### src/pkg/alf_pkg.sv
package alf_pkg;

    // Control word numbers on the host write port
    localparam logic [4:0]  ALF_CW_LOOP      = 5'h08;
    localparam logic [4:0]  ALF_CW_LIMIT     = 5'h09;
    localparam logic [4:0]  ALF_CW_BE_RESET  = 5'h19;
    localparam logic [4:0]  ALF_CW_OPTION    = 5'h1b;

    // Field positions inside the control words
    localparam int          ALF_THR_HI       = 28;
    localparam int          ALF_THR_LO       = 16;
    localparam int          ALF_LG0_LO       = 0;
    localparam int          ALF_LG1_LO       = 8;
    localparam int          ALF_LIM_UP_HI    = 27;
    localparam int          ALF_LIM_UP_LO    = 16;
    localparam int          ALF_LIM_LO_HI    = 11;
    localparam int          ALF_LIM_LO_LO    = 0;
    localparam int          ALF_PROTECT_BIT  = 15;
    localparam int          ALF_MEDIAN_BIT   = 16;

    // Accumulator alignment
    localparam int          ALF_ACC_LIM_POS  = 19;
    localparam int          ALF_ERR_ALIGN    = 11;
    localparam logic [18:0] ALF_LIM_FILL     = 19'h7ffff;

    // Fixed median-mode errors, as 12-bit words
    localparam logic [11:0] ALF_MED_POS      = 12'h200;
    localparam logic [11:0] ALF_MED_NEG      = 12'he00;

    // Values after reset
    localparam logic [31:0] ALF_WORD_RST     = 32'h0000_0000;
    localparam logic [31:0] ALF_ACC_RST      = 32'h0000_0000;
    localparam logic [15:0] ALF_GAIN_RST     = 16'h0000;

    // Host control word write
    typedef struct packed {
        logic        wr;
        logic [4:0]  addr;
        logic [31:0] data;
    } alf_cw_t;

    // One stored loop gain: exponent above mantissa
    typedef struct packed {
        logic [3:0] exp;
        logic [3:0] mant;
    } alf_loop_gain_t;

    // Complete state of the loop filter
    typedef struct packed {
        logic [31:0] loop_q;
        logic [31:0] limit_q;
        logic        protect_q;
        logic        median_q;
        logic [1:0]  sel_sync_q;
        logic [1:0]  sync_sync_q;
        logic        sync_prev_q;
        logic [31:0] acc_q;
        logic [15:0] gain_q;
    } alf_state_t;

endpackage

### src/verilog/alf_error_scaler.sv
`timescale 1ns/10ps
module alf_error_scaler (
    input  wire logic [12:0]           level_threshold,  // Programmed threshold
    input  wire logic [12:0]           signal_magnitude, // Polar converter magnitude
    input  wire logic                  median_mode,      // High selects fixed-step errors
    input  wire alf_pkg::alf_loop_gain_t loop_gain,      // Selected loop gain
    output logic signed [13:0]         gain_error,       // Error fed to scaling
    output logic signed [31:0]         acc_step          // Step in accumulator units
);
    logic signed [13:0] true_error;
    logic signed [18:0] product;
    logic signed [31:0] extended;
    logic [3:0]         shift_amt;

    assign true_error = $signed({1'b0, level_threshold}) - $signed({1'b0, signal_magnitude});

    // mean mode passes the true error; median picks a fixed value by sign
    always_comb begin
        if (median_mode) begin
            if (true_error[13]) begin
                gain_error = {{2{alf_pkg::ALF_MED_NEG[11]}}, alf_pkg::ALF_MED_NEG};
            end else begin
                gain_error = {{2{alf_pkg::ALF_MED_POS[11]}}, alf_pkg::ALF_MED_POS};
            end
        end else begin
            gain_error = true_error;
        end
    end

    // mantissa code over sixteen; median values scaled the same way
    assign product   = gain_error * $signed({1'b0, loop_gain.mant});
    assign extended  = {{13{product[18]}}, product};
    // shift right by fifteen minus the exponent code
    assign shift_amt = ~loop_gain.exp;
    // alignment sets one error unit to about 1.5 dB of gain change
    assign acc_step  = (extended <<< alf_pkg::ALF_ERR_ALIGN) >>> shift_amt;

endmodule

### src/verilog/alf_loop_filter.sv
`timescale 1ns/10ps
module alf_loop_filter (
    input  wire logic             core_clk,             // Back-end processing clock
    input  wire logic             reset_n,              // Asynchronous reset, active low
    input  wire alf_pkg::alf_cw_t host_cw,              // Host control word write
    input  wire logic             loop_gain_set_select, // Pin: loop gain set select
    input  wire logic             backend_sync_input,   // Pin: back-end sync
    input  wire logic [12:0]      signal_magnitude,     // Magnitude from polar converter
    input  wire logic             sample_valid,         // One output sample per pulse
    input  wire logic             gain_load,            // New sample enters gain stage
    output logic [15:0]           gain_level,           // Limited gain, exponent over mantissa
    output logic                  median_active         // Settling mode in force
);
    alf_pkg::alf_state_t     st_q;
    alf_pkg::alf_state_t     st_d;
    alf_pkg::alf_loop_gain_t gain_sel;
    logic signed [13:0]      gain_error;
    logic signed [31:0]      acc_step;
    logic signed [32:0]      acc_sum;
    logic signed [31:0]      acc_lim;
    logic signed [31:0]      acc_stepped;
    logic signed [31:0]      lim_lo;
    logic signed [31:0]      lim_hi;
    logic                    sync_edge;
    logic                    cw_reset;
    logic                    clear_acc;

    // Limit word into accumulator units, mantissa right below exponent
    function automatic logic signed [31:0] lim_to_acc(input logic [11:0] lim,
                                                      input logic        fill);
        lim_to_acc = {1'b0, lim, (fill ? alf_pkg::ALF_LIM_FILL : 19'h00000)};
    endfunction

    // Saturate a value into the programmed gain window
    function automatic logic signed [31:0] clamp(input logic signed [32:0] v,
                                                 input logic signed [31:0] lo,
                                                 input logic signed [31:0] hi);
        // Crossed limits: values below the lower bound get it, since it is tested first; all others get the upper bound
        if (v < 33'(lo)) begin
            clamp = lo;
        end else if (v > 33'(hi)) begin
            clamp = hi;
        end else begin
            clamp = v[31:0];
        end
    endfunction

    // upper limit field; its 8-bit mantissa sits below the exponent
    assign lim_hi = lim_to_acc(st_q.limit_q[alf_pkg::ALF_LIM_UP_HI:alf_pkg::ALF_LIM_UP_LO], 1'b1);
    // lower limit field in the same format
    assign lim_lo = lim_to_acc(st_q.limit_q[alf_pkg::ALF_LIM_LO_HI:alf_pkg::ALF_LIM_LO_LO], 1'b0);

    // synchronised select pin picks the stored gain set
    // both sets from the low sixteen bits of the loop word
    assign gain_sel = st_q.sel_sync_q[1] ? st_q.loop_q[alf_pkg::ALF_LG1_LO +: 8]
                                         : st_q.loop_q[alf_pkg::ALF_LG0_LO +: 8];

    alf_error_scaler u_scaler (
        .level_threshold  (st_q.loop_q[alf_pkg::ALF_THR_HI:alf_pkg::ALF_THR_LO]),
        .signal_magnitude (signal_magnitude),
        .median_mode      (st_q.median_q),
        .loop_gain        (gain_sel),
        .gain_error       (gain_error),
        .acc_step         (acc_step)
    );

    // Sync edge is read from the second stage only, so the first stays clean
    assign sync_edge = st_q.sync_sync_q[1] & ~st_q.sync_prev_q;
    assign cw_reset  = host_cw.wr && (host_cw.addr == alf_pkg::ALF_CW_BE_RESET);
    // sync always clears; reset command only when unprotected
    assign clear_acc = sync_edge || (cw_reset && !st_q.protect_q);

    // sum saturates into the window; output also clamped if limits move
    assign acc_sum     = 33'(st_q.acc_q) + 33'(acc_step);
    assign acc_stepped = clamp(acc_sum, lim_lo, lim_hi);
    assign acc_lim     = clamp(33'(st_q.acc_q), lim_lo, lim_hi);

    // Next state
    always_comb begin
        st_d = st_q;
        st_d.sel_sync_q  = {st_q.sel_sync_q[0], loop_gain_set_select};
        st_d.sync_sync_q = {st_q.sync_sync_q[0], backend_sync_input};
        st_d.sync_prev_q = st_q.sync_sync_q[1];
        if (host_cw.wr) begin
            case (host_cw.addr)
                alf_pkg::ALF_CW_LOOP: begin
                    st_d.loop_q = host_cw.data;
                end
                alf_pkg::ALF_CW_LIMIT: begin
                    st_d.limit_q = host_cw.data;
                end
                alf_pkg::ALF_CW_OPTION: begin
                    st_d.protect_q = host_cw.data[alf_pkg::ALF_PROTECT_BIT];
                    // option bit selects median or mean settling
                    st_d.median_q  = host_cw.data[alf_pkg::ALF_MEDIAN_BIT];
                end
                default: begin
                    st_d.loop_q = st_q.loop_q;
                end
            endcase
        end
        // Clear beats accumulation so a reset sample cannot leak through
        if (clear_acc) begin
            st_d.acc_q = alf_pkg::ALF_ACC_RST;
        end else if (sample_valid) begin
            st_d.acc_q = acc_stepped;
        end
        // gain stage samples the limited gain on each new input sample
        if (gain_load) begin
            st_d.gain_q = acc_lim[alf_pkg::ALF_ACC_LIM_POS + 11 -: 16];
        end
    end

    // State register
    always_ff @(posedge core_clk or negedge reset_n) begin
        if (!reset_n) begin
            st_q.loop_q      <= alf_pkg::ALF_WORD_RST;
            st_q.limit_q     <= alf_pkg::ALF_WORD_RST;
            st_q.protect_q   <= 1'b0;
            st_q.median_q    <= 1'b0;
            st_q.sel_sync_q  <= 2'h0;
            st_q.sync_sync_q <= 2'h0;
            st_q.sync_prev_q <= 1'b0;
            st_q.acc_q       <= alf_pkg::ALF_ACC_RST;
            st_q.gain_q      <= alf_pkg::ALF_GAIN_RST;
        end else begin
            st_q <= st_d;
        end
    end

    // Outputs come straight from the state register
    assign gain_level    = st_q.gain_q;
    assign median_active = st_q.median_q;
endmodule

### config.mk
export PLATFORM = sky130hd
export DESIGN_NAME = alf_loop_filter
export DESIGN_NICKNAME = d
export VERILOG_FILES = /design/src/pkg/alf_pkg.sv /design/src/verilog/alf_error_scaler.sv /design/src/verilog/alf_loop_filter.sv
export SDC_FILE = /design/constraint.sdc
export NUM_CORES = 1
export LEC_CHECK = 0
export BUFFER_PORTS_ARGS = -buffer_cell sky130_fd_sc_hd__buf_2
export CAP_MARGIN = 0
export CORE_UTILIZATION = 56
export CTS_CLUSTER_SIZE = 14
export DETAILED_ROUTE_END_ITERATION = 16
export PLACE_DENSITY_LB_ADDON = 0.3
export SYNTH_ARGS = -nofsm -noshare
export SYNTH_HDL_FRONTEND = slang
export SYNTH_SLANG_ARGS = --single-unit
### constraint.sdc
create_clock -name core_clk -period 19.2 [get_ports core_clk]
set_input_delay 0.96 -clock core_clk [delete_from_list [all_inputs] [get_ports core_clk]]
set_output_delay 0.96 -clock core_clk [all_outputs]
set_load 0.05 [all_outputs]
==> impl_metrics.py <==
metrics = {
    "outcome": {
        "outcome": "completed",
    },
    "sta": {
        "tns_ns": 0,
        "period_share_pct": 67.6,
        "slew_violations": 0,
        "hold_viol": 0,
        "setup_viol": 0,
        "skew_ns": 0.0138,
        "period_minus_slack_ns": 12.99,
        "relSlewSlack_pct": 14.6,
        "clock.fmax_mhz": 77.0,
        "tightest_slew_ns": 1.25,
        "rsz0062_at_grt": "false",
        "fin_ws_ns": 6.21,
    },
    "synthesis": {
        "synth_flop_cell": "dfrtp_1",
        "ys_seq_elements": 108,
        "yosysSeqAreaShare_pct": 24.1,
        "post-synth-top-count-cell": "ha_1",
        "synth_top_cell_by_area": "dfrtp_1",
        "netlist_area_um2": 11200,
        "netlist_instances": 1266,
        "synthArstFlopShare_pct": 100,
        "synth_area_leaders": "dfrtp_1 24%, ha_1 15%, mux2_2 7.8%, fa_1 5.5%, mux2i_1 5.1%",
        "synth_top_area_share_pct": 24.1,
        "synth_edf_count": 0,
        "syn_area_per_cell_um2": 8.85,
        "ys_top_cells_by_count": "131 x ha_1, 121 x inv_1, 108 x dfrtp_1",
        "ys_types": 73,
        "synth.net_count": 1485,
        "yosys_warnings": 0,
    },
    "final_layout": {
        "nFillCells": 1730,
        "drive_gt1_share_pct": 15.5,
        "fin_util_pct": 61.6,
        "area_growth_pct": 7.22,
        "antennaDiodeCount": 0,
        "fin_area_um2": 12000,
        "nets": 1518,
    },
    "floorplan": {
        "die_area_um2": 20600,
        "die_width_um": 143,
        "coreArea_um2": 19500,
        "num_io_pins": 74,
        "die_h_um": 143,
        "initial_core_util_pct": 57.4,
        "fp-row-count": 51,
    },
    "clock_network": {
        "cts_made_buffers": 9,
        "cts_tree": "built",
        "cts_hold_buf": 0,
        "clock_path_buffers": 2,
        "clock_latency_ns": 0.37,
        "htreeDepth": 3,
        "cts.sinks": 108,
        "post_cts_buffers": 0,
        "cts_resized": 0,
        "path_clk_slew_ns": 0.09,
        "root_buffer": "clkbuf_16",
    },
    "route": {
        "viasPerCell": 5.88,
        "num_vias": 9226,
        "first_pass_iters": 5,
        "wl_um": 27500,
        "routedWlPerCell_um": 17.5,
        "postRouteAntennaNets": 0,
        "drtIter0Drc": 451,
        "drc": 0,
    },
    "setup_path": {
        "critPathMaxStageDelay_ns": 0.59,
        "path_max_fanout": 20,
        "path_class": "in2reg",
        "worstPathArrival_ns": 13.25,
        "crit_top_cell": "o21ai_0",
        "worstPathRequired_ns": 19.46,
        "worstSetupEndpointType": "register",
        "worstSetupStartpointType": "input port",
        "slowest_stage": "or4_1",
    },
    "placed_design": {
        "placed_cell_area_um2": 11700,
        "dp_slack_ns": 5.91,
        "portBuffers": 70,
        "dp_hpwl_um": 22000,
        "finalWeightedCongestion": 0.917,
    },
    "grt": {
        "grt.busiest_layer": "met2",
        "antenna_found_initial": 1,
        "grtUsageMet2_pct": 45.6,
        "grtUsageMet3_pct": 4.27,
        "grt_use_total_pct": 27.8,
        "met1_usage_pct": 37.3,
        "grt_overflow": 0,
        "first_global_vias": 8708,
        "grt_max_degree": 75,
        "grt_pass1_wl_um": 44300,
    },
    "run": {
        "drv_cap": 0,
    },
    "min_path": {
        "min_path_type": "reg2reg",
    },
}
layout by cell type (no fill, tap or decap), types with 31 or more instances in the layout:
cell type / Yosys / final
buf_2: 3 / 69
a21oi_1: 83 / 83
dfrtp_1: 108 / 108
o21ai_0: 69 / 69
nand2_1: 93 / 93
a21o_1: 34 / 34
nor2_1: 86 / 86
mux2i_1: 57 / 56
fa_1: 31 / 31
mux2_2: 78 / 78
inv_1: 121 / 121
ha_1: 131 / 131
xnor2_1: 32 / 32
worst max-delay path, delay by kind of cell:
family / cells / cell delay (ns)
AO/OA/AOI/OAI: 23 / 4.86
XOR/XNOR: 3 / 0.76
adder cells (fa/ha/maj): 7 / 2.69
buffers and inverters: 4 / 0.20
multiplexers: 1 / 0.25
AND/OR/NAND/NOR: 13 / 3.47
metrics by stage:
step	hold WS, ns	instances
6_report	0.353	1569
5_1_grt	0.361	1569
4_1_cts	0.354	1569
3_5_place_dp	0.336	1553
3_3_place_gp	0.336	1553
2_1_floorplan	0.331	1266
cells by family after synthesis:
kind of cell | after synthesis | synth area share, %
mux | 136 | 13.1
buf+inv | 179 | 6.70
xor+xnor | 53 | 4.31
flops | 108 | 24.1
simple gates | 327 | 14.3
compound gates | 301 | 17.3
fa+ha+maj | 162 | 20.2
area by class of cell:
class | instances | area [µm²] | share of cell area, %
multi-input cells | 979 | 7790 | 64.8
flip-flops and latches | 108 | 2700 | 22.5
inverters | 121 | 454 | 3.78
repair buffers | 80 | 428 | 3.56
well taps | 265 | 332 | 2.76
clock buffers | 9 | 225 | 1.87
clock inverters | 7 | 91.3 | 0.760
metal layers:
layer / vias to the layer above / routed length [µm] / share of wire (%)
li1: 4545 / - / -
met1: 4402 / 12800 / 46
met2: 230 / 12700 / 46
met3: 47 / 1190 / 4.3
met4: 2 / 826 / 3.0
met5: - / 14 / 0.051
worst paths after layout:
path	from	endpoint	slack, ns	cells past startpoint
hold / removal	st_d[52]	st_q[52]	0.35	0
setup / recovery	signal_magnitude[2]	st_q[35]	6.21	51
max in group asynchronous	reset_n	gain_level[9]	17.34	2
setup reg to reg	st_q[103]	st_q[35]	6.52	51
min in group asynchronous	reset_n	st_q[27]	0.55	1
hold reg to reg	st_d[52]	st_q[52]	0.35	0
state kept, by name (all words and copies together) (netlist names):
register	cells
lim_hi	12
gain_level	16
st_d	3
st_q	64
lim_lo	12
median_active	1
Power is left out: the tool's default activity adds up to more than one toggle a clock period on the data nets, which glitch-free logic cannot reach.
